**config.mk**
```make
export PLATFORM = sky130hd
export DESIGN_NAME = icc_capture_channel
export DESIGN_NICKNAME = d
export VERILOG_FILES = /design/src/hw/icc_pkg.sv /design/src/hw/icc_edge_sync.sv /design/src/hw/icc_fifo.sv /design/src/hw/icc_capture_channel.sv
export SDC_FILE = /design/constraint.sdc
export NUM_CORES = 1
export LEC_CHECK = 0
export ABC_AREA = 1
export BUFFER_PORTS_ARGS = -buffer_cell sky130_fd_sc_hd__buf_2
export CORE_MARGIN = 2
export CORE_UTILIZATION = 45
export DETAILED_ROUTE_END_ITERATION = 7
export GPL_TIMING_DRIVEN = 0
export PLACE_DENSITY = 0.67
export SETUP_SLACK_MARGIN = 0.4
export SLEW_MARGIN = 15
export SYNTH_ARGS = -nofsm -noshare
export SYNTH_HDL_FRONTEND = slang
export SYNTH_SLANG_ARGS = --single-unit
```
**constraint.sdc**
```tcl
create_clock -name i_clock -period 3.9 [get_ports i_clock]
set_input_delay 0.78 -clock i_clock [delete_from_list [all_inputs] [get_ports i_clock]]
set_output_delay 0.78 -clock i_clock [all_outputs]
set_load 0.01 [all_outputs]
```
**src/hw/icc_pkg.sv**
```systemverilog
// icc_pkg: constants, types and register map of the input capture channel
// assumes an apb slave with 12-bit byte addresses and 32-bit data
package icc_pkg;

  // register indices; the byte address is four times the index
  localparam logic [9:0]  ICC_IDX_BUF  = 10'h140;
  localparam logic [9:0]  ICC_IDX_CON  = 10'h142;
  localparam logic [9:0]  ICC_IDX_STAT = 10'h144;
  localparam logic [9:0]  ICC_IDX_MASK = 10'h146;
  localparam logic [11:0] ICC_ADDR_BUF  = {ICC_IDX_BUF, 2'b00};
  localparam logic [11:0] ICC_ADDR_CON  = {ICC_IDX_CON, 2'b00};
  localparam logic [11:0] ICC_ADDR_STAT = {ICC_IDX_STAT, 2'b00};
  localparam logic [11:0] ICC_ADDR_MASK = {ICC_IDX_MASK, 2'b00};

  // control register field positions
  localparam int ICC_CON_SIDL = 13;
  localparam int ICC_CON_TSEL = 7;
  localparam int ICC_CON_EVC  = 5;
  localparam int ICC_CON_OV   = 4;
  localparam int ICC_CON_BNE  = 3;
  localparam int ICC_CON_MODE = 0;
  localparam logic [15:0] ICC_CON_RESET = 16'h0000;

  // status / mask layout
  localparam int ICC_ST_CAP = 0;
  localparam int ICC_ST_OVF = 1;
  localparam logic [1:0] ICC_ST_RESET = 2'h0;

  // fifo shape and prescale terminal counts
  localparam int ICC_DEPTH = 4;
  localparam int ICC_WIDTH = 16;
  localparam logic [3:0] ICC_PRE4_LAST  = 4'h3;
  localparam logic [3:0] ICC_PRE16_LAST = 4'hf;

  typedef enum logic [2:0] {
    ICC_OFF   = 3'b000,
    ICC_BOTH  = 3'b001,
    ICC_FALL  = 3'b010,
    ICC_RISE  = 3'b011,
    ICC_PRE4  = 3'b100,
    ICC_PRE16 = 3'b101,
    ICC_RSVD  = 3'b110,
    ICC_INT   = 3'b111
  } icc_mode_t;

  typedef struct packed {
    logic        psel;
    logic        penable;
    logic        pwrite;
    logic [11:0] paddr;
    logic [31:0] pwdata;
  } icc_apb_req_t;

  typedef struct packed {
    logic [31:0] prdata;
    logic        pready;
    logic        pslverr;
  } icc_apb_rsp_t;

endpackage

```
**src/hw/icc_edge_sync.sv**
```systemverilog
// icc_edge_sync: two-flop synchroniser and edge detector for the pin
// assumes the pin is asynchronous to i_clock
`timescale 1ns/1ps
module icc_edge_sync (
  input  wire logic i_clock,
  input  wire logic i_rst_b,
  input  wire logic i_pin,
  output logic      o_rise,
  output logic      o_fall
);
  logic meta;
  logic sync;
  logic prev;

  // first flop feeds only the second one
  always_ff @(posedge i_clock or negedge i_rst_b) begin
    if (!i_rst_b) begin
      meta <= 1'b0;
      sync <= 1'b0;
      prev <= 1'b0;
    end else begin
      meta <= i_pin;
      sync <= meta;
      prev <= sync;
    end
  end

  // one pulse per edge
  assign o_rise = sync & ~prev;
  assign o_fall = ~sync & prev;
endmodule

```
**src/hw/icc_fifo.sv**
```systemverilog
// icc_fifo: shift fifo, head always in entry 0
// assumes caller never pushes when full nor pops when empty
`timescale 1ns/1ps
module icc_fifo (
  input  wire logic        i_clock,
  input  wire logic        i_rst_b,
  input  wire logic        i_push,
  input  wire logic [15:0] i_data,
  input  wire logic        i_pop,
  output logic [15:0]      o_head,
  output logic [2:0]       o_count,
  output logic             o_full,
  output logic             o_empty
);
  logic [15:0] entry [icc_pkg::ICC_DEPTH];
  logic [2:0]  count;
  logic [2:0]  wr_pos;

  // a pop moves the write slot down with the data
  assign wr_pos = i_pop ? count - 3'h1 : count;

  // per entry: shift forward on pop, load at the free slot on push
  for (genvar g = 0; g < icc_pkg::ICC_DEPTH; g++) begin : g_ent
    // last entry points at itself so no index runs past the array
    localparam int NXT = (g < icc_pkg::ICC_DEPTH - 1) ? g + 1 : g;
    always_ff @(posedge i_clock or negedge i_rst_b) begin
      if (!i_rst_b) begin
        entry[g] <= 16'h0000;
      end else if (i_push && wr_pos == 3'(g)) begin
        entry[g] <= i_data;
      end else if (i_pop && g < icc_pkg::ICC_DEPTH - 1) begin
        entry[g] <= entry[NXT];
      end
    end
  end

  // occupancy
  always_ff @(posedge i_clock or negedge i_rst_b) begin
    if (!i_rst_b) begin
      count <= 3'h0;
    end else begin
      count <= count + 3'(i_push) - 3'(i_pop);
    end
  end

  assign o_head  = entry[0];
  assign o_count = count;
  assign o_full  = count == 3'(icc_pkg::ICC_DEPTH);
  assign o_empty = count == 3'h0;
endmodule

```
**src/hw/icc_capture_channel.sv**
```systemverilog
// icc_capture_channel: one input capture channel with apb registers
// assumes the two timer counts and run bits come from outside, the cpu
// power state arrives as sleep and idle levels, and the pin is async
`timescale 1ns/1ps

// Overview of operation
// - capture falling, rising, every 4th, every 16th rising, or both edges.
// - edge prescaler cleared when channel is off and on reset.
// - captures held in a four entry, 16-bit fifo.
// - not-empty flag set by first capture, held until fifo drained.
// - each read returns oldest entry and shifts the rest forward.
// - capture into full fifo sets overflow and is discarded.
// - after overflow nothing is captured until all four are read.
// - reading an empty fifo gives an undefined value; software checks.
// - control bit 7 picks the timer; second timer is the reset default.
// - both-edges mode flags every edge, ignores count, never overflows.
// - mode 111 with enable set wakes from sleep or idle, timer or not.
// - in sleep only mode 111 rising edges act, as an interrupt source.
// - in idle full function only with timer running and stop bit low.
// - mode 111 in idle makes the pin a pure interrupt input.
// - interrupt raised after the event count set in bits 6 to 5.
// - one interrupt flag per channel, requested only when enabled; here capture and overflow each have a status flag.
module icc_capture_channel (
  input  wire logic                 i_clock,
  input  wire logic                 i_rst_b,
  input  wire icc_pkg::icc_apb_req_t i_apb,
  output icc_pkg::icc_apb_rsp_t     o_apb,
  input  wire logic                 i_capture_input_pin,
  input  wire logic [15:0]          i_timer2_count,
  input  wire logic [15:0]          i_timer3_count,
  input  wire logic                 i_timer2_on,
  input  wire logic                 i_timer3_on,
  input  wire logic                 i_sleep,
  input  wire logic                 i_idle,
  output logic                      o_irq,
  output logic                      o_wake
);

  ////////////////////////////////////////////////////////////////////////
  // bus decode

  logic        setup_ph;
  logic        acc_ph;
  logic        wr_con;
  logic        wr_mask;
  logic        rd_buf;
  logic        rd_stat;
  logic        hit;
  logic [31:0] prdata;
  logic        pslverr;

  assign setup_ph = i_apb.psel & ~i_apb.penable;
  assign acc_ph   = i_apb.psel & i_apb.penable;
  assign hit      = i_apb.paddr == icc_pkg::ICC_ADDR_BUF  ||
                    i_apb.paddr == icc_pkg::ICC_ADDR_CON  ||
                    i_apb.paddr == icc_pkg::ICC_ADDR_STAT ||
                    i_apb.paddr == icc_pkg::ICC_ADDR_MASK;
  assign wr_con  = acc_ph & i_apb.pwrite &
                   i_apb.paddr == icc_pkg::ICC_ADDR_CON;
  assign wr_mask = acc_ph & i_apb.pwrite &
                   i_apb.paddr == icc_pkg::ICC_ADDR_MASK;
  assign rd_buf  = acc_ph & ~i_apb.pwrite &
                   i_apb.paddr == icc_pkg::ICC_ADDR_BUF;
  assign rd_stat = acc_ph & ~i_apb.pwrite &
                   i_apb.paddr == icc_pkg::ICC_ADDR_STAT;

  ////////////////////////////////////////////////////////////////////////
  // control register fields

  logic                stop_in_idle;
  logic                timebase_select;
  logic [1:0]          interrupt_event_count;
  icc_pkg::icc_mode_t  capture_mode_field;
  logic [1:0]          status;
  logic [1:0]          mask;

  // writable control bits; flags are read-only
  always_ff @(posedge i_clock or negedge i_rst_b) begin
    if (!i_rst_b) begin
      stop_in_idle          <= icc_pkg::ICC_CON_RESET[icc_pkg::ICC_CON_SIDL];
      timebase_select       <= icc_pkg::ICC_CON_RESET[icc_pkg::ICC_CON_TSEL];
      interrupt_event_count <=
        icc_pkg::ICC_CON_RESET[icc_pkg::ICC_CON_EVC +: 2];
      capture_mode_field    <= icc_pkg::ICC_OFF;
    end else if (wr_con) begin
      stop_in_idle          <= i_apb.pwdata[icc_pkg::ICC_CON_SIDL];
      timebase_select       <= i_apb.pwdata[icc_pkg::ICC_CON_TSEL];
      interrupt_event_count <= i_apb.pwdata[icc_pkg::ICC_CON_EVC +: 2];
      capture_mode_field    <= icc_pkg::icc_mode_t'(
                                 i_apb.pwdata[icc_pkg::ICC_CON_MODE +: 3]);
    end
  end

  // interrupt enables, same layout as status
  always_ff @(posedge i_clock or negedge i_rst_b) begin
    if (!i_rst_b) begin
      mask <= icc_pkg::ICC_ST_RESET;
    end else if (wr_mask) begin
      mask <= i_apb.pwdata[1:0];
    end
  end

  ////////////////////////////////////////////////////////////////////////
  // pin edges and mode qualification

  logic       rise;
  logic       fall;
  logic [3:0] presc;
  logic       presc_hit;
  logic       edge_sel;
  logic       mode_off;
  logic       is_hall;
  logic       is_int;
  logic       timer_on;
  logic       full_fn;
  logic       int_only;
  logic       evt;

  icc_edge_sync u_sync (
    .i_clock (i_clock),
    .i_rst_b (i_rst_b),
    .i_pin   (i_capture_input_pin),
    .o_rise  (rise),
    .o_fall  (fall)
  );

  assign mode_off = capture_mode_field == icc_pkg::ICC_OFF;
  assign is_hall  = capture_mode_field == icc_pkg::ICC_BOTH;
  assign is_int   = capture_mode_field == icc_pkg::ICC_INT;
  assign timer_on = timebase_select ? i_timer2_on : i_timer3_on;
  // idle keeps function only with the timer running and stop bit low
  assign full_fn  = ~i_sleep & (~i_idle | (timer_on & ~stop_in_idle));
  // in sleep or idle, mode 111 only makes interrupts
  assign int_only = (i_sleep | i_idle) & is_int & rise;

  assign presc_hit =
    (capture_mode_field == icc_pkg::ICC_PRE4  &&
     presc == icc_pkg::ICC_PRE4_LAST) ||
    (capture_mode_field == icc_pkg::ICC_PRE16 &&
     presc == icc_pkg::ICC_PRE16_LAST);

  // edge chosen by the mode field
  always_comb begin
    unique case (capture_mode_field)
      icc_pkg::ICC_BOTH:  edge_sel = rise | fall;
      icc_pkg::ICC_FALL:  edge_sel = fall;
      icc_pkg::ICC_RISE:  edge_sel = rise;
      icc_pkg::ICC_PRE4,
      icc_pkg::ICC_PRE16: edge_sel = rise & presc_hit;
      icc_pkg::ICC_INT:   edge_sel = rise;
      icc_pkg::ICC_OFF,
      icc_pkg::ICC_RSVD:  edge_sel = 1'b0;
    endcase
  end

  // capture event proper; mode 111 while asleep or idle stores nothing
  assign evt = edge_sel & full_fn & ~(i_idle & is_int);

  // edge prescaler; stalls in sleep since 4:1 and 16:1 do not apply
  always_ff @(posedge i_clock or negedge i_rst_b) begin
    if (!i_rst_b) begin
      presc <= 4'h0;
    end else if (mode_off) begin
      presc <= 4'h0;
    end else if (rise && full_fn &&
                 (capture_mode_field == icc_pkg::ICC_PRE4 ||
                  capture_mode_field == icc_pkg::ICC_PRE16)) begin
      presc <= presc_hit ? 4'h0 : presc + 4'h1;
    end
  end

  ////////////////////////////////////////////////////////////////////////
  // capture fifo and overflow

  logic        push;
  logic        pop;
  logic [15:0] head;
  logic [2:0]  count;
  logic        full;
  logic        empty;
  logic        locked;
  logic        ovf_evt;
  logic [15:0] stamp;
  logic        head_ok;

  assign stamp   = timebase_select ? i_timer2_count : i_timer3_count;
  assign ovf_evt = evt & full & ~locked & ~is_hall;
  assign push    = evt & ~full & ~locked;
  // pop only a word that was shown at setup; a push landing between
  // setup and access of an empty read must not be thrown away
  // an empty read pops nothing and shows a stale word
  assign pop     = rd_buf & head_ok;

  icc_fifo u_fifo (
    .i_clock (i_clock),
    .i_rst_b (i_rst_b),
    .i_push  (push),
    .i_data  (stamp),
    .i_pop   (pop),
    .o_head  (head),
    .o_count (count),
    .o_full  (full),
    .o_empty (empty)
  );

  // overflow holds off captures until the fifo has been drained
  always_ff @(posedge i_clock or negedge i_rst_b) begin
    if (!i_rst_b) begin
      locked <= 1'b0;
    end else if (ovf_evt) begin
      locked <= 1'b1;
    end else if (empty) begin
      locked <= 1'b0;
    end
  end

  ////////////////////////////////////////////////////////////////////////
  // interrupt counting, status, wake

  logic [1:0] ev_cnt;
  logic       cap_irq;

  // every edge in both-edges mode, else every n-th capture event
  assign cap_irq = int_only |
                   (evt & (is_hall | ev_cnt == interrupt_event_count));

  always_ff @(posedge i_clock or negedge i_rst_b) begin
    if (!i_rst_b) begin
      ev_cnt <= 2'h0;
    end else if (mode_off) begin
      ev_cnt <= 2'h0;
    end else if (evt && !is_hall) begin
      ev_cnt <= ev_cnt == interrupt_event_count ? 2'h0 : ev_cnt + 2'h1;
    end
  end

  // sticky status; a read clears only the bits it returned at setup,
  // so an event between setup and access is not lost; new events win
  always_ff @(posedge i_clock or negedge i_rst_b) begin
    if (!i_rst_b) begin
      status <= icc_pkg::ICC_ST_RESET;
    end else begin
      status <= (status & ~(rd_stat ? prdata[1:0] : 2'h0)) |
                {ovf_evt, cap_irq};
    end
  end

  assign o_irq = |(status & mask);

  // wake pulse does not depend on the timer running
  always_ff @(posedge i_clock or negedge i_rst_b) begin
    if (!i_rst_b) begin
      o_wake <= 1'b0;
    end else begin
      o_wake <= int_only & mask[icc_pkg::ICC_ST_CAP];
    end
  end

  ////////////////////////////////////////////////////////////////////////
  // read data, latched in the setup phase

  logic [15:0] con_rd;

  always_comb begin
    con_rd = 16'h0000;
    con_rd[icc_pkg::ICC_CON_SIDL]      = stop_in_idle;
    con_rd[icc_pkg::ICC_CON_TSEL]      = timebase_select;
    con_rd[icc_pkg::ICC_CON_EVC +: 2]  = interrupt_event_count;
    con_rd[icc_pkg::ICC_CON_OV]        = locked;
    con_rd[icc_pkg::ICC_CON_BNE]       = ~empty;
    con_rd[icc_pkg::ICC_CON_MODE +: 3] = capture_mode_field;
  end

  always_ff @(posedge i_clock or negedge i_rst_b) begin
    if (!i_rst_b) begin
      prdata  <= 32'h0000_0000;
      pslverr <= 1'b0;
      head_ok <= 1'b0;
    end else if (setup_ph) begin
      pslverr <= ~hit;
      head_ok <= ~empty;
      unique case (i_apb.paddr)
        icc_pkg::ICC_ADDR_BUF:  prdata <= {16'h0000, head};
        icc_pkg::ICC_ADDR_CON:  prdata <= {16'h0000, con_rd};
        icc_pkg::ICC_ADDR_STAT: prdata <= {30'h0, status};
        icc_pkg::ICC_ADDR_MASK: prdata <= {30'h0, mask};
        default:                prdata <= 32'h0000_0000;
      endcase
    end
  end

  assign o_apb.prdata  = prdata;
  assign o_apb.pready  = 1'b1;
  assign o_apb.pslverr = pslverr & acc_ph;
endmodule

```
==> results.cfg, run 1 <==
[run_status]
status = completed

[global_routing]
grt_antenna_before_repair = 0
gr-usage-all-layers_pct = 20.4
grt_start_max_net_pins = 61
grt.met3_usage_pct = 5.46
global_route.usage.met2_pct = 34.1
globalRoute.totalOverflow = 0
number_of_global_route_vias_before_repair = 4787
grtUsageMet1_pct = 25.7
most_used_routing_layer_in_global_routing = met2
wire_length_of_the_first_global_routing_pass_mm = 23.1

[critical_path]
worstReg2RegStart = head_ok$_DFFE_PN0P_
cp-start-kind = input port
crit_path_end_kind = register
crit_start = i_apb[33]
critPathKind = input port to register
critical_path_peak_fanout = 10
worst_ep_required_time_ns = 4.19
cp_data_arrival_time_ns = 3.53

[clocking]
gates_resized_cts_repair = 0
clockBufferDepth = 2
clock_tree_from_tritoncts = built
htree_levels = 3
cts_setup_buffers = 0
cts.root.buffer_cell = sky130_fd_sc_hd__clkbuf_16
cts-buffers-inserted = 9
cts.hold.buffers_added = 0
clk_transition_reported_paths_ns = 0.07
clock_latency_ns = 0.36
clkSinkCount = 107

[power_and_ir_drop]
power_density_nw_per_um2 = 323
share_seq_of_total_power_pct = 51.0
clock_power_share_pct = 41.1
cellLeakagePower_nw = 3.96
internal_dissipation_w = 0.00174
sw_frac_of_total_pct = 23.2
pwr-share-comb_pct = 7.9
net-switching-power_w = 0.000525
worst_ir_drop_on_vdd_mv = 0.263

[sta]
timing.final.setup_violations = 0
maxClockFrequency_mhz = 308
number_of_pins_exceeding_their_max_slew_limit_in_the_final_report = 0
final_period_minus_worst_setup_slack_ns = 3.24
worst_slew_pin_tran_ns = 0.759
final_min_period_over_clock_period_pct = 83.2
hold-worst-slack_ns = 0.344
worst_slack_ns = 0.655
rsz0062_at_grt = no
finalHoldViolations = 0
final.setup_skew_ns = 0.00430
setup-tns-final_ns = 0
timing.slew.headroom_pct = 49.4

[final_layout]
filler_cell_count = 1317
area.sequential_sq_um = 2680
finalNetCount = 985
antenna_cells = 0
multiInputGateArea_sq_um = 2800
core_utilization_of_the_finished_layout_pct = 53.4
top_library_cells_by_usage_in_the_layout_fill_and_taps_aside = 290 x sky130_fd_sc_hd__nand2_1, 116 x sky130_fd_sc_hd__nand3_1, 107 x sky130_fd_sc_hd__dfrtp_1
layout.cells.most_common = sky130_fd_sc_hd__nand2_1
drive_gt1_share_pct = 17.5
stdcell_count = 1072
layout-area-overhead-vs-synth_pct = 16.9

[placed_design]
routability_congestion = 0.855
detailed_place_hpwl_mm = 10.7
dpl_worst_slack_ns = 0.286
dpl.cell_count = 1056
number_of_input_and_output_port_buffers_inserted = 79

[floorplanning]
ioPinCount = 122
std_cell_rows = 42
die-height_microns = 119
dieArea_sq_um = 14300
initial_core_util_pct = 45.7
core_region_area_sq_um = 13100
die_x_microns = 119

[route]
detail_route.wirelength_mm = 13.8
routedWlPerCell_microns = 12.8
detail_route.drc_violations = 0
drtIter0Drc = 303
post_drt_via_cell_ratio = 4.80
postRouteAntennaNets = 0
drt_pre_antenna_iters = 5
via_count = 5141

[synth]
yosysTopAreaCell = sky130_fd_sc_hd__dfrtp_1
synth.top_cells.by_area = sky130_fd_sc_hd__dfrtp_1 45%, sky130_fd_sc_hd__nand2_1 18%, sky130_fd_sc_hd__nand3_1 9.7%
synth_edf_count = 0
synth-warning-count = 0
ys.flop_type = sky130_fd_sc_hd__dfrtp_1
synth-async-reset-ratio_pct = 100
post_synth.cell_area_avg_sq_um = 7.64
yosysTopAreaCellShare_pct = 44.6
cell_area_after_synthesis_sq_um = 6000
syn-instance-count = 785
yosys.cell_types.count = 34
synth_seq_cells = 107
ys_seq_area_share_pct = 44.6

[job]
max-cap-violations = 0

[worst_hold_path]
min-delay-path-class = input port to asynchronous set/reset pin
==> critical path, cell delays in order <==
cell                       delay (ns)
sky130_fd_sc_hd__buf_2           0.11
sky130_fd_sc_hd__nor2_2          0.11
sky130_fd_sc_hd__nand2_1         0.11
sky130_fd_sc_hd__nor2_4          0.22
sky130_fd_sc_hd__nand3_4         0.16
sky130_fd_sc_hd__inv_2           0.16
sky130_fd_sc_hd__clkbuf_1        0.41
sky130_fd_sc_hd__ha_1            0.32
sky130_fd_sc_hd__inv_1           0.16
sky130_fd_sc_hd__ha_1            0.24
sky130_fd_sc_hd__fa_1            0.39
sky130_fd_sc_hd__xnor2_1         0.19
sky130_fd_sc_hd__xor2_1          0.16
==> synth_stat cells (6+ instances only) <==
| library cell | instances |
|---|---|
| sky130_fd_sc_hd__ha_1 | 7 |
| sky130_fd_sc_hd__dfrtp_1 | 107 |
| sky130_fd_sc_hd__nand2_1 | 290 |
| sky130_fd_sc_hd__nor2_1 | 33 |
| sky130_fd_sc_hd__a21oi_1 | 10 |
| sky130_fd_sc_hd__buf_6 | 6 |
| sky130_fd_sc_hd__buf_2 | 8 |
| sky130_fd_sc_hd__nor2_4 | 6 |
| sky130_fd_sc_hd__clkbuf_1 | 9 |
| sky130_fd_sc_hd__nand3_1 | 116 |
| sky130_fd_sc_hd__buf_4 | 25 |
| sky130_fd_sc_hd__inv_1 | 58 |
| sky130_fd_sc_hd__mux2i_1 | 16 |
| sky130_fd_sc_hd__o21ai_0 | 42 |
==> layer usage <==
layer / wire [microns] / vias to the layer above
li1: - / 2691
met1: 6340 / 2319
met2: 6490 / 108
met3: 641 / 23
met4: 287 / 0
met5: 0 / -
==> power groups by stage <==
stage                     combinational [W]  sequential [W]  clock, W
after global routing               0.000207         0.00116  0.000996
after global placement             0.000174         0.00117         0
after detailed placement           0.000181         0.00117         0
final                              0.000179         0.00115  0.000931
after CTS                          0.000181         0.00115  0.000954
after floorplan                    0.000101         0.00117         0
==> cells by family after synthesis <==
kind of cell	count (synthesis)	synth area share, %
flops	107	44.6
xor+xnor	5	0.730
simple gates	471	35.1
fa+ha+maj	8	1.79
buf+inv	114	9.61
other cells	2	0.125
compound gates	62	5.34
mux	16	2.67
==> area by class of cell <==
| cell class | instances | area share (%) |
|---|---|---|
| Buffer | 52 | 4.91 |
| Clock inverter | 4 | 0.696 |
| Tap cell | 176 | 3.14 |
| Timing Repair Buffer | 80 | 6.12 |
| Multi-Input combinational cell | 579 | 40.0 |
| Inverter | 62 | 3.32 |
| Clock buffer | 12 | 3.66 |
| Sequential cell | 107 | 38.2 |
==> worst paths after layout <==
check	slack, ns	to	depth (start not counted)
min in group i_clock	0.37	u_sync.sync$_DFF_PN0_	0
worst min register to register	0.37	u_sync.sync$_DFF_PN0_	0
worst max register to register	0.98	u_fifo.o_count[2]$_DFF_PN0_	11
worst min-delay path	0.34	mask[1]$_DFFE_PN0P_	1
worst max-delay path	0.66	u_fifo.o_count[2]$_DFF_PN0_	13
max in group asynchronous	2.92	u_fifo.entry[43]$_DFFE_PN0P_	2
==> state kept, by name, summed over array words and instances (netlist names), 2 cells and up <==
| name | cells |
|---|---|
| capture_mode_field | 3 |
| ev_cnt | 2 |
| interrupt_event_count | 2 |
| mask | 2 |
| prdata | 16 |
| presc | 4 |
| status | 2 |
| u_fifo.entry | 48 |
| u_fifo.o_count | 3 |
| u_fifo.o_head | 16 |
==> through the flow <==
step | instance area (sq um) | total power (W)
6_report | 7010 | 0.00226
5_1_grt | 7010 | 0.00236
4_1_cts | 7010 | 0.00229
3_5_place_dp | 6710 | 0.00135
3_3_place_gp | 6670 | 0.00135
2_1_floorplan | 6060 | 0.00127
Note: power is estimated with default switching activity, not from simulation.
==> run 2, diff against run 1 <==
==> constraint.sdc (replaced) <==
create_clock -name i_clock -period 3.3 [get_ports i_clock]
set_input_delay 0.66 -clock i_clock [delete_from_list [all_inputs] [get_ports i_clock]]
set_output_delay 0.66 -clock i_clock [all_outputs]
set_load 0.01 [all_outputs]
==> results.cfg, run 2 (synthesis gave the netlist of run 1 again) <==
[route]
drt_pre_antenna_iters = 4
postRouteAntennaNets = 0
drtIter0Drc = 278
detail_route.drc_violations = 0
via_count = 5057
detail_route.wirelength_mm = 13.7
routedWlPerCell_microns = 12.8
post_drt_via_cell_ratio = 4.71

[power_and_ir_drop]
power_density_nw_per_um2 = 387
worst_ir_drop_on_vdd_mv = 0.336
cellLeakagePower_nw = 3.98

[job]
max-cap-violations = 0

[floorplanning]
die-height_microns = 119
core_region_area_sq_um = 13100
ioPinCount = 122
std_cell_rows = 42
dieArea_sq_um = 14300
initial_core_util_pct = 45.7
die_x_microns = 119

[critical_path]
critical-path-max-stage-delay_ns = 0.39
cp_cell_sequence = buf_2 -> nor2_1 -> nand2_1 -> nor2_4 -> nand3_4 -> inv_4 -> buf_4 -> ha_2 -> inv_1 -> ha_1 -> fa_1 -> xnor2_1 -> xor2_1
timing.critical_path.slowest_stage_cell = sky130_fd_sc_hd__fa_1
worst_reg2reg_path_length_in_cells = 11
critical_path_peak_fanout = 10
worst_ep_required_time_ns = 3.58
critPathBufInv = 4
cp_data_arrival_time_ns = 2.98
regToRegSetupSlack_ns = 0.80
critPathKind = input port to register
critPathTopFamily = adder cells
cp-start-kind = input port
worstReg2RegStart = head_ok$_DFFE_PN0P_
crit_path_end_kind = register
timing.rr.end = u_fifo.o_count[2]$_DFF_PN0_
timing.critical_path.depth = 13

[final_layout]
finalNetCount = 988
layout-area-overhead-vs-synth_pct = 17.6
core_utilization_of_the_finished_layout_pct = 53.7
top_library_cells_by_usage_in_the_layout_fill_and_taps_aside = 290 x sky130_fd_sc_hd__nand2_1, 116 x sky130_fd_sc_hd__nand3_1, 107 x sky130_fd_sc_hd__dfrtp_1
drive_gt1_share_pct = 17.9
area.sequential_sq_um = 2680
filler_cell_count = 1324
stdcell_count = 1074
top_reg_by_flops = u_fifo.entry
layout.cells.most_common = sky130_fd_sc_hd__nand2_1
antenna_cells = 0
largest_register_ff_count = 48
multiInputGateArea_sq_um = 2810

[placed_design]
dpl.cell_count = 1056
detailed_place_hpwl_mm = 10.7
number_of_input_and_output_port_buffers_inserted = 79
routability_congestion = 0.840

[clocking]
clock_latency_ns = 0.35
htree_levels = 3
clockBufferDepth = 2
clkSinkCount = 107
cts.root.buffer_cell = sky130_fd_sc_hd__clkbuf_16
clock_tree_from_tritoncts = built
cts-buffers-inserted = 9
clk_transition_reported_paths_ns = 0.07

[sta]
final_min_period_over_clock_period_pct = 82.1
rsz0062_at_grt = no
final.setup_skew_ns = 0.00549
worst_slew_pin_tran_ns = 0.647
number_of_pins_exceeding_their_max_slew_limit_in_the_final_report = 0
finalHoldViolations = 0
final_period_minus_worst_setup_slack_ns = 2.71
timing.final.setup_violations = 0
maxClockFrequency_mhz = 369
timing.slew.headroom_pct = 56.9

[global_routing]
number_of_global_route_vias_before_repair = 4816
grt_antenna_before_repair = 0
globalRoute.totalOverflow = 0
grt_start_max_net_pins = 57
wire_length_of_the_first_global_routing_pass_mm = 23.5
gr-usage-all-layers_pct = 20.6

[run_status]
status = completed

[worst_hold_path]
min-delay-path-class = input port to asynchronous set/reset pin
-- run 2: cell count changes in the layout (fill, tap and decap cells not counted), sizes merged --
cell and delta:
buf +4, clkbuf -2, clkinv -2, bufinv +1
inv +1
-- run 2: power by group --
part | switching, W | internal [W] | total, W
clock network | 0.000468 | 0.000683 | 0.00115
registers | 0.0000245 | 0.00134 | 0.00136
logic | 0.000127 | 0.0000869 | 0.000214
total | 0.000620 | 0.00211 | 0.00273
-- run 2: cell type report --
cell class | count | area share, %
sequential | 107 | 37.9
clock buffer | 11 | 3.44
buffer | 52 | 4.93
tap | 176 | 3.12
clock inverter | 4 | 1.05
timing repair buffer | 83 | 6.40
multi-input combinational | 579 | 39.8
inverter | 62 | 3.33
-- run 2: metrics by stage --
step	TNS [ns]	instance area [sq um]	hold slack [ns]	worst slack [ns]	total power [W]
2_1_floorplan	0	6060	0.331	0.416	0.00150
3_3_place_gp	-0.0830	6670	0.347	-0.0830	0.00159
3_5_place_dp	-0.114	6710	0.339	-0.114	0.00160
4_1_cts	0	7030	0.259	0.438	0.00276
5_1_grt	0	7060	0.272	0.416	0.00285
6_report	0	7060	0.235	0.591	0.00273
-- run 2: routing by layer --
metal  GRT usage [%]  vias up  part of all wire [%]
li1                -     2694                     -
met1            26.9     2246                    47
met2            34.6      106                    47
met3            4.93       11                   4.7
met4            5.07        0                   1.2
met5               0        -                     0
-- run 2: worst max path at each step --
| stage | startpoint | to | slack [ns] |
|---|---|---|---|
| 5_1_grt | i_apb[41] | u_fifo.o_count[2]$_DFF_PN0_ | 0.42 |
| 3_3_place_gp | i_apb[33] | u_fifo.o_count[2]$_DFF_PN0_ | -0.08 |
| 2_1_floorplan | i_apb[33] | u_fifo.o_count[2]$_DFF_PN0_ | 0.42 |
| 4_1_cts | i_apb[33] | u_fifo.o_count[2]$_DFF_PN0_ | 0.44 |
| 3_5_place_dp | i_apb[33] | u_fifo.o_count[2]$_DFF_PN0_ | -0.11 |
| 6_report | i_apb[41] | u_fifo.o_count[2]$_DFF_PN0_ | 0.59 |
-- run 2: what timing repair did --
| action | 4_1_cts | 5_1_grt |
|---|---|---|
| gates resized for setup | 1 | 5 |
| hold endpoints to repair | 0 | 0 |
| setup buffers | 0 | 3 |
| pin swaps | 0 | 1 |
| hold buffers | 0 | 0 |
| setup endpoints to repair | 2 | 1 |
==> run 3, diff against run 2 <==
==> constraint.sdc (replaced) <==
create_clock -name i_clock -period 2.8 [get_ports i_clock]
set_input_delay 0.56 -clock i_clock [delete_from_list [all_inputs] [get_ports i_clock]]
set_output_delay 0.56 -clock i_clock [all_outputs]
set_load 0.01 [all_outputs]
==> results.cfg, run 3 (synthesis gave the netlist of run 1 again) <==
[placed_design]
routability_congestion = 0.846
placement.cell_area_sq_um = 6740
detailed_place_hpwl_mm = 10.8
dpl_worst_slack_ns = 0.0686
number_of_input_and_output_port_buffers_inserted = 79

[final_layout]
antenna_cells = 0
top_library_cells_by_usage_in_the_layout_fill_and_taps_aside = 288 x sky130_fd_sc_hd__nand2_1, 116 x sky130_fd_sc_hd__nand3_1, 107 x sky130_fd_sc_hd__dfrtp_1
finalNetCount = 989
layout.cells.most_common = sky130_fd_sc_hd__nand2_1
drive_gt1_share_pct = 19.0
top_reg_by_flops = u_fifo.entry
core_utilization_of_the_finished_layout_pct = 54.2
final_design_area_no_fill_sq_um = 7110
layout-area-overhead-vs-synth_pct = 18.6
largest_register_ff_count = 48

[global_routing]
globalRoute.totalOverflow = 0
number_of_global_route_vias_before_repair = 4883
gr-usage-all-layers_pct = 20.7
wire_length_of_the_first_global_routing_pass_mm = 23.6
grt_start_max_net_pins = 57
grt_antenna_before_repair = 0

[sta]
final_min_period_over_clock_period_pct = 81.0
worst_slack_ns = 0.533
worst_slew_pin_tran_ns = 0.743
final_period_minus_worst_setup_slack_ns = 2.27
setup-tns-final_ns = 0
timing.slew.headroom_pct = 50.5
number_of_pins_exceeding_their_max_slew_limit_in_the_final_report = 0
hold-worst-slack_ns = 0.123
final.setup_skew_ns = 0.00572
rsz0062_at_grt = no
finalHoldViolations = 0
timing.final.setup_violations = 0
maxClockFrequency_mhz = 441

[worst_hold_path]
min-delay-path-class = input port to asynchronous set/reset pin

[critical_path]
crit_path_end_kind = register
cp_cell_sequence = buf_2 -> nor2_2 -> nand2_2 -> nor2_4 -> nand3_4 -> inv_4 -> clkbuf_8 -> ha_4 -> inv_4 -> ha_2 -> fa_2 -> xnor2_2 -> xor2_1
crit_start = i_apb[33]
path_common_cell = sky130_fd_sc_hd__inv_4
critical-path-max-stage-delay_ns = 0.36
cp_data_arrival_time_ns = 2.51
worst_ep_required_time_ns = 3.04
timing.critical_path.slowest_stage_cell = sky130_fd_sc_hd__fa_2
critPathTopFamily = adder cells
critical_path_peak_fanout = 10
cp-start-kind = input port
critPathBufInv = 4
worstReg2RegStart = timebase_select$_DFFE_PN0P_
critPathKind = input port to register

[floorplanning]
dieArea_sq_um = 14300
core_region_area_sq_um = 13100
ioPinCount = 122
initial_core_util_pct = 45.7
die-height_microns = 119
die_x_microns = 119
std_cell_rows = 42

[job]
max-cap-violations = 0

[clocking]
clkSinkCount = 107
cts-buffers-inserted = 9
cts.root.buffer_cell = sky130_fd_sc_hd__clkbuf_16
htree_levels = 3
clk_transition_reported_paths_ns = 0.07
clock_tree_from_tritoncts = built
clock_latency_ns = 0.36
clockBufferDepth = 2

[route]
post_drt_via_cell_ratio = 4.78
postRouteAntennaNets = 0
detail_route.drc_violations = 0
drt_pre_antenna_iters = 5
detail_route.wirelength_mm = 13.9
routedWlPerCell_microns = 12.9
topRoutingLayerUsed = met4
wl_met3_microns = 549
via_count = 5138
met2RoutedLength_mm = 6.53
drtIter0Drc = 274
wl_met1_mm = 6.51

[power_and_ir_drop]
power_density_nw_per_um2 = 452
worst_ir_drop_on_vdd_mv = 0.317
cellLeakagePower_nw = 3.99

[run_status]
status = completed
run 3: what timing repair did:
item                                    in CTS  in global routing
buffers inserted                             0                  4
hold buffers                                 0                  0
gates resized for setup                      0                  6
endpoints found under the setup margin       0                 18
run 3: area by class of cell:
type / instances / area (sq um)
fill: 1314 / 6020
multi-input combinational: 579 / 2850
sequential: 107 / 2680
timing repair buffer: 84 / 459
buffer: 52 / 354
clock buffer: 11 / 243
inverter: 62 / 240
tap: 176 / 220
clock inverter: 4 / 73.8
run 3: final timing paths:
| check | end | slack (ns) | cells past startpoint |
|---|---|---|---|
| max | u_fifo.o_count[2]$_DFF_PN0_ | 0.53 | 13 |
| min | mask[0]$_DFFE_PN0P_ | 0.12 | 1 |
| max reg2reg | u_fifo.o_count[2]$_DFF_PN0_ | 0.60 | 12 |
| min reg2reg | u_sync.sync$_DFF_PN0_ | 0.37 | 0 |
| max in group asynchronous | locked$_DFFE_PN0P_ | 2.04 | 2 |
| min in group i_clock | u_sync.meta$_DFF_PN0_ | 0.31 | 1 |
run 3: where the power goes:
group | switching (W) | internal [W] | leakage (nW)
sequential | 0.0000286 | 0.00158 | 1.43
clock | 0.000552 | 0.000805 | 0.156
combinational | 0.000150 | 0.000102 | 2.41
run 3: metrics by stage:
stage	power (W)	instances
floorplan	0.00177	800
global placement	0.00188	1055
detailed placement	0.00189	1056
CTS	0.00325	1071
global route	0.00334	1075
finish	0.00322	1075
run 3: routing by layer:
metal  vias up  track usage, %
met5         -               0
met3        19            4.31
met4         0            6.69
li1       2701               -
met1      2302            27.0
met2       116            34.6
